--- src/logic/bus_port_params.svh ---
// Constants for the multiplexed host bus port.
// Assumes inclusion by both design files; definitions only.
`ifndef BUS_PORT_PARAMS_SVH
`define BUS_PORT_PARAMS_SVH
`define BP_BUS_W 8
`define BP_ADDR_RST 8'h00
`define BP_DATA_RST 8'h00
// Strobe pins idle: latch low, select and strobes high
`define BP_SYNC_RST 4'h7
`define BP_ALE_RST 1'b0
`endif

--- src/logic/bus_port_pkg.sv ---
// Types shared by the host bus port design files.
// Assumes bus_port_params.svh is on the include path.
`include "bus_port_params.svh"
package bus_port_pkg;
    typedef logic [`BP_BUS_W-1:0] bus_byte_t;
    // Synchronised strobe levels: ale high-active, others low-active.
    typedef struct packed {
        logic ale;
        logic sel_n;
        logic rd_n;
        logic wr_n;
    } strobe_set_t;
    // Access toward the storage behind the port.
    typedef struct packed {
        logic wr;
        bus_byte_t addr;
        bus_byte_t data;
    } store_req_t;
    typedef enum logic [1:0] {
        ST_IDLE = 2'b00,
        ST_READ = 2'b01,
        ST_WRITE = 2'b10
    } port_state_t;
endpackage

--- src/logic/muxed_host_bus_port.sv ---
// Multiplexed address/data host port: latches an address, then moves one byte.
// Assumes storage (clock registers plus extended RAM) answers reads combinationally.
// Assumes each host phase lasts eight core clocks or more; pulses under two core clocks may be
// swallowed by the pin filters, the price of immunity to glitches.
//
// Functional notes
// RULE1: Address captured from shared lines at falling edge of latch strobe.
// RULE2: Same eight lines carry address first, then data.
// RULE3: Host has address stable before latch strobe ends.
// RULE4: Host keeps chip select low across read or write strobe.
// RULE5: Latch without chip select still captures address, moves no data.
// RULE6: Write strobe with select stores bus byte at latched address.
// RULE7: Host holds write data stable through end of write strobe.
// RULE8: Read strobe with select drives addressed byte onto the lines.
// RULE9: Lines released when read strobe rises; read strobe enables drivers.
// RULE10: Extended RAM uses same lines and strobes as clock registers.
// RULE11: Latched address holds until next latch strobe falling edge.
// RULE12: Without chip select, lines never driven and strobes ignored; the latch strobe still captures the address here.
`include "bus_port_params.svh"
module muxed_host_bus_port (
    // Clock and reset
    input wire logic core_clk_in,
    input wire logic nrst_in,
    // Host pins
    input wire logic ale_in,
    input wire logic sel_n_in,
    input wire logic rd_n_in,
    input wire logic wr_n_in,
    input wire bus_port_pkg::bus_byte_t shared_bus_lines_in,
    output bus_port_pkg::bus_byte_t shared_bus_lines_out,
    output logic shared_bus_lines_oe_out,
    // Storage side
    output bus_port_pkg::store_req_t store_req_out,
    output logic store_wr_out,
    input wire bus_port_pkg::bus_byte_t store_rdata_in
);
    import bus_port_pkg::*;

    // ****************************************
    // Pin synchronisation
    // ****************************************
    strobe_set_t strb;
    bus_byte_t bus_s;
    logic [3:0] strb_raw;
    pin_sync #(.W(4), .RST(`BP_SYNC_RST)) u_strb_sync (
        .core_clk_in(core_clk_in),
        .nrst_in(nrst_in),
        .pin_in({ale_in, sel_n_in, rd_n_in, wr_n_in}),
        .level_out(strb_raw)
    );
    assign strb = strobe_set_t'(strb_raw);
    // Data lines lag strobes equally, so samples line up
    pin_sync #(.W(`BP_BUS_W), .RST(`BP_DATA_RST)) u_bus_sync (
        .core_clk_in(core_clk_in),
        .nrst_in(nrst_in),
        .pin_in(shared_bus_lines_in),
        .level_out(bus_s)
    );

    // ****************************************
    // Strobe decode
    // ****************************************
    logic ale_d_r;
    logic ale_nxt;
    bus_byte_t bus_d_r;
    bus_byte_t bus_d_nxt;
    logic ale_fall;
    logic selected;
    logic rd_low;
    logic wr_low;
    logic rd_act;
    logic wr_act;
    assign ale_nxt = strb.ale;
    assign bus_d_nxt = bus_s; // RULE2
    // Compare with one cycle back so the address is the value before the edge
    assign ale_fall = ale_d_r & ~strb.ale; // RULE1
    assign selected = ~strb.sel_n; // RULE4 RULE5 RULE12
    assign rd_low = ~strb.rd_n;
    assign wr_low = ~strb.wr_n;
    // Both strobes low together is refused rather than guessed at
    assign rd_act = selected & rd_low & ~wr_low; // RULE8 RULE12
    assign wr_act = selected & wr_low & ~rd_low; // RULE6 RULE12

    always_ff @(posedge core_clk_in) begin
        if (!nrst_in) begin
            ale_d_r <= `BP_ALE_RST;
        end else begin
            ale_d_r <= ale_nxt;
        end
    end

    always_ff @(posedge core_clk_in) begin
        if (!nrst_in) begin
            bus_d_r <= `BP_DATA_RST;
        end else begin
            bus_d_r <= bus_d_nxt;
        end
    end

    // ****************************************
    // Address latch
    // ****************************************
    bus_byte_t addr_r;
    bus_byte_t addr_nxt;
    // Taken whether or not the port is selected
    assign addr_nxt = ale_fall ? bus_d_r : addr_r; // RULE1 RULE3 RULE5 RULE11

    always_ff @(posedge core_clk_in) begin
        if (!nrst_in) begin
            addr_r <= `BP_ADDR_RST;
        end else begin
            addr_r <= addr_nxt;
        end
    end

    // ****************************************
    // Transfer state
    // ****************************************
    port_state_t state_r;
    port_state_t state_nxt;
    logic in_write;
    assign in_write = (state_r == ST_WRITE);

    // Any drop of strobe or select ends the transfer at once
    always_comb begin
        state_nxt = state_r;
        case (state_r)
            ST_IDLE: begin
                if (rd_act) begin
                    state_nxt = ST_READ;
                end else if (wr_act) begin
                    state_nxt = ST_WRITE;
                end
            end
            ST_READ: begin
                if (!rd_act) begin
                    state_nxt = ST_IDLE; // RULE9
                end
            end
            ST_WRITE: begin
                if (!wr_act) begin
                    state_nxt = ST_IDLE;
                end
            end
            default: state_nxt = ST_IDLE;
        endcase
    end

    always_ff @(posedge core_clk_in) begin
        if (!nrst_in) begin
            state_r <= ST_IDLE;
        end else begin
            state_r <= state_nxt;
        end
    end

    // ****************************************
    // Write capture
    // ****************************************
    bus_byte_t wdata_r;
    bus_byte_t wdata_nxt;
    logic wr_commit;
    // Committed at the strobe's closing edge, once the byte has settled
    assign wr_commit = in_write & ~wr_act; // RULE6 RULE7
    // Last byte seen while the strobe was low wins
    assign wdata_nxt = wr_act ? bus_s : wdata_r; // RULE2 RULE7

    always_ff @(posedge core_clk_in) begin
        if (!nrst_in) begin
            wdata_r <= `BP_DATA_RST;
        end else begin
            wdata_r <= wdata_nxt;
        end
    end

    // ****************************************
    // Read drive
    // ****************************************
    bus_byte_t rd_byte;
    logic drive_nxt;
    assign drive_nxt = (state_nxt == ST_READ); // RULE8 RULE9 RULE12
    // Released lines idle at zero so no stale byte lingers
    assign rd_byte = drive_nxt ? store_rdata_in : `BP_DATA_RST; // RULE8 RULE10

    always_ff @(posedge core_clk_in) begin
        if (!nrst_in) begin
            shared_bus_lines_oe_out <= 1'b0;
        end else begin
            shared_bus_lines_oe_out <= drive_nxt; // RULE8 RULE9 RULE12
        end
    end

    // Data follows storage through a register while driving; a store mid-read shows one core clock later
    always_ff @(posedge core_clk_in) begin
        if (!nrst_in) begin
            shared_bus_lines_out <= `BP_DATA_RST;
        end else begin
            shared_bus_lines_out <= rd_byte;
        end
    end

    // ****************************************
    // Storage request
    // ****************************************
    store_req_t req_nxt;
    // One address space covers clock registers and extended RAM alike
    assign req_nxt = '{wr: wr_commit, addr: addr_nxt, data: wdata_r}; // RULE10

    always_ff @(posedge core_clk_in) begin
        if (!nrst_in) begin
            store_req_out <= '0;
        end else begin
            store_req_out <= req_nxt;
        end
    end

    always_ff @(posedge core_clk_in) begin
        if (!nrst_in) begin
            store_wr_out <= 1'b0;
        end else begin
            store_wr_out <= wr_commit; // RULE6 RULE10
        end
    end
endmodule // muxed_host_bus_port

--- src/logic/pin_sync.sv ---
// Three-stage pin synchroniser with agreement filter, one per bit.
// Assumes asynchronous pins and a single core clock.
module pin_sync #(
    parameter int W = 4,
    parameter logic [W-1:0] RST = '0
) (
    // Clock and reset
    input wire logic core_clk_in,
    input wire logic nrst_in,
    // Pins and filtered levels
    input wire logic [W-1:0] pin_in,
    output logic [W-1:0] level_out
);
    logic [W-1:0] s1_r;
    logic [W-1:0] s2_r;
    logic [W-1:0] s3_r;
    genvar i;
    generate
        for (i = 0; i < W; i++) begin : g_bit
            wire agree = (s2_r[i] == s3_r[i]);
            always_ff @(posedge core_clk_in) begin
                if (!nrst_in) begin
                    s1_r[i] <= RST[i];
                    s2_r[i] <= RST[i];
                    s3_r[i] <= RST[i];
                    level_out[i] <= RST[i];
                end else begin
                    s1_r[i] <= pin_in[i];
                    s2_r[i] <= s1_r[i];
                    s3_r[i] <= s2_r[i];
                    if (agree) begin
                        level_out[i] <= s3_r[i];
                    end
                end
            end
        end
    endgenerate
endmodule // pin_sync

--- config.mk ---
export PLATFORM = sky130hd
export DESIGN_NAME = muxed_host_bus_port
export DESIGN_NICKNAME = d
export VERILOG_FILES = /design/src/logic/bus_port_pkg.sv /design/src/logic/muxed_host_bus_port.sv /design/src/logic/pin_sync.sv
export VERILOG_INCLUDE_DIRS = /design/src /design/src/logic
export SDC_FILE = /design/constraint.sdc
export NUM_CORES = 1
export LEC_CHECK = 0
export BUFFER_PORTS_ARGS = -buffer_cell sky130_fd_sc_hd__buf_2
export CAP_MARGIN = 5
export CORE_ASPECT_RATIO = 1.4
export CORE_UTILIZATION = 49
export CTS_CLUSTER_SIZE = 8
export DETAILED_ROUTE_END_ITERATION = 16
export HOLD_SLACK_MARGIN = 0.1
export PLACE_DENSITY = 0.72
export SLEW_MARGIN = 10
export SYNTH_ARGS = -nofsm -noshare
export SYNTH_HDL_FRONTEND = slang
export SYNTH_HIERARCHICAL = 1
export SYNTH_SLANG_ARGS = --single-unit
--- constraint.sdc ---
create_clock -name core_clk_in -period 2.8 [get_ports core_clk_in]
set_clock_uncertainty 0.15 [all_clocks]
set_input_delay 0.14 -clock core_clk_in [delete_from_list [all_inputs] [get_ports core_clk_in]]
set_output_delay 0.14 -clock core_clk_in [all_outputs]
set_load 0.05 [all_outputs]
==> run summary <==
WS Path Type: input pin to flop
Core area: 5525 um2
CTS H-tree depth: 3
Required @ worst endpoint: 2.94 ns
Commonest non-fill, non-tap cells in the layout: 93 x dfxtp_1, 52 x and2_1, 48 x buf_2
Initial Utilization: 50.84%
Sink Count: 93
Largest net degree at the start of global routing: 40
Root Buffer: clkbuf_8
Die area: 6044 um2
Vias: 1,649
Sequential share of the synthesized area: 66.28%
DR vias/cell: 4.386
Synth unique cells: 21
Tcrit/Tclk final: 62.24%
Hold Vio Cnt, Final: 0
M2 GR Usage: 24.83%
Worst slew pin tran: 0.9331 ns
Number of synthesized register bits: 93
Worst-Skew Late Latency: 0.34 ns
DRC Markers: 0
ANT nets after route: 0
DRT iter0 DRCs: 66
Startpoint types: input pin
Run status: completed
Worst hold path type: flop to flop
Clk slew on worst S/H paths: 0.08 ns
PD cells: 638.2 nW/um2
Vias in the first global route: 1,638
Largest stage delay, worst path: 0.52 ns
CP max stage cell: dlygate4sd3_1
Gr busiest metal: met2
Synth Instances: 229
Die Y: 91.59 um
Setup crit end kind: flop
Post-Route WL: 3966 um
Total track usage: 15.22%
Max VDD drop: 434.9 uV
Fmax: 573.8 MHz
# resized after CTS: 0
Area grow syn2layout: 24.68%
Placed cells: 339
Slew headroom: 37.66%
Total grt overflow: 0
N_diodes: 0
Setup TNS: 0 ns
CP bufs+invs: 2
Min Clock Period, post-route: 1.743 ns
Clock tree buffer depth: 2
Fillers: 434
Largest delay share family, worst path: buffers and inverters
Number of setup violations in the final report: 0
CTS tree: built
IO Count: 49
Global-route wire length before repair: 6934 um
Critical-path maximum fanout: 39
I/O Buffers: 48
Most common cell after layout, fill and taps aside: dfxtp_1
RSZ-0062 raised after global routing: false
Slew Viols, Final: 0
# Max-Cap Violations: 0
Met1 Usage GRT: 17.52%
Synthesized area: 2809 um2
Num rows: 32
Nets: 325
Syn Nets: 251
Fraction of layout cells with a size suffix above 1: 27.27%
Routability Congestion: 0.6357
Met3 GRT Util: 2.638%
Drt first pass iters: 4
Detailed Place HPWL: 2412 um
Routed WL per cell: 10.55 um
Avg Synthesized Cell Area: 12.27 um2
Chip width: 65.99 um
Design Power: 2.235 mW
CTS buffer count: 9
Worst EP arrival: 1.88 ns
YS warnings: 6
Fin cells: 376
Crit path cell chain: dlygate4sd3_1 > buf_2 > nand2_1 > nor4_4 > and2_1
Initial antenna violation count: 0
P_leak: 1.470 nW
-- final timing paths --
kind	from	to	slack (ns)	cells past startpoint
max	nrst_in	shared_bus_lines_out[2]	1.06	5
min	u_strb_sync/s1_r[1]	u_strb_sync/s2_r[1]	0.26	1
max reg2reg	u_strb_sync/level_out[3]	addr_r[1]	1.13	3
min reg2reg	u_strb_sync/s1_r[1]	u_strb_sync/s2_r[1]	0.26	1
-- sequential cells by signal (all words and copies together), names as in the netlist --
| name | flops |
|---|---|
| u_strb_sync/s3_r | 4 |
| ale_d_r | 1 |
| wdata_r | 8 |
| store_req_out | 8 |
| u_bus_sync/s1_r | 8 |
| shared_bus_lines_out | 8 |
| shared_bus_lines_oe_out | 1 |
| addr_r | 8 |
| state_r | 2 |
| u_strb_sync/s1_r | 4 |
| store_wr_out | 1 |
| u_bus_sync/level_out | 8 |
| u_strb_sync/level_out | 4 |
| u_bus_sync/s3_r | 8 |
| u_strb_sync/s2_r | 4 |
| u_bus_sync/s2_r | 8 |
| bus_d_r | 8 |
-- cell type report --
| class | count | area, um2 | share of cell area [%] |
|---|---|---|---|
| clock buffer | 13 | 168.9 | 4.823 |
| multi-input combinational | 128 | 902.1 | 25.76 |
| timing repair buffer | 71 | 465.4 | 13.29 |
| clock inverter | 3 | 18.77 | 0.5359 |
| sequential | 93 | 1862 | 53.16 |
| tap | 68 | 85.08 | 2.429 |
-- cell families (layout without fill, tap and decap cells) --
family / after synthesis / in the layout / synth area share (%)
flops: 93 / 93 / 66.28
simple gates: 88 / 88 / 20.04
compound gates: 24 / 24 / 6.013
mux: 16 / 16 / 6.058
buf+inv: 8 / 87 / 1.603
-- synth_stat cells --
library cell | count | share of area (%)
nand2_1 | 10 | 1.3
or2b_1 | 6 | 1.6
a21oi_1 | 3 | 0.53
nor4_1 | 1 | 0.22
a21boi_2 | 7 | 2.8
buf_4 | 3 | 0.80
nand2b_1 | 3 | 0.67
nor4_4 | 1 | 0.76
nor3b_4 | 1 | 0.67
and3b_2 | 1 | 0.36
mux2_2 | 8 | 3.2
clkbuf_1 | 2 | 0.27
clkbuf_2 | 3 | 0.53
dfxtp_1 | 93 | 66
nor2_1 | 3 | 0.40
and2_1 | 52 | 12
o21ai_0 | 12 | 2.1
nor2b_1 | 9 | 2.0
mux2i_1 | 8 | 2.9
and4bb_2 | 1 | 0.45
a21boi_0 | 2 | 0.53
-- worst reg2reg max path, cell delays in order, from the launching register on --
cell,delay (ns)
dfxtp_1,0.34
nor2b_1,0.73
mux2i_1,0.27
nor2b_1,0.07
-- timing repair --
item,CTS,global route
hold endpoints to repair,21,0
buffers inserted,0,0
hold buffers,21,0
-- metal layers --
layer	vias up	routed length [um]
met2	38	1847
met5	-	0
met4	0	127
li1	886	-
met3	9	101
met1	716	1889
-- power breakdown --
group	internal, mW	switching (mW)	total (mW)
Combinational	0.0461	0.0237	0.0698
Sequential	1.34	0.00734	1.35
Clock	0.395	0.421	0.815
-- through the flow --
stage | hold slack [ns] | setup slack (ns) | util, % | instance area [um2]
after floorplan | 0.08639 | 1.377 | - | 2809
after global placement | 0.1698 | 1.229 | 56.18 | 3104
after detailed placement | 0.1728 | 1.149 | 56.18 | 3104
after CTS | 0.2651 | 1.046 | 63.38 | 3502
after global routing | 0.2876 | 0.8405 | 63.38 | 3502
final | 0.2610 | 1.057 | 63.38 | 3502
Note: power is estimated with default switching activity, not from simulation.
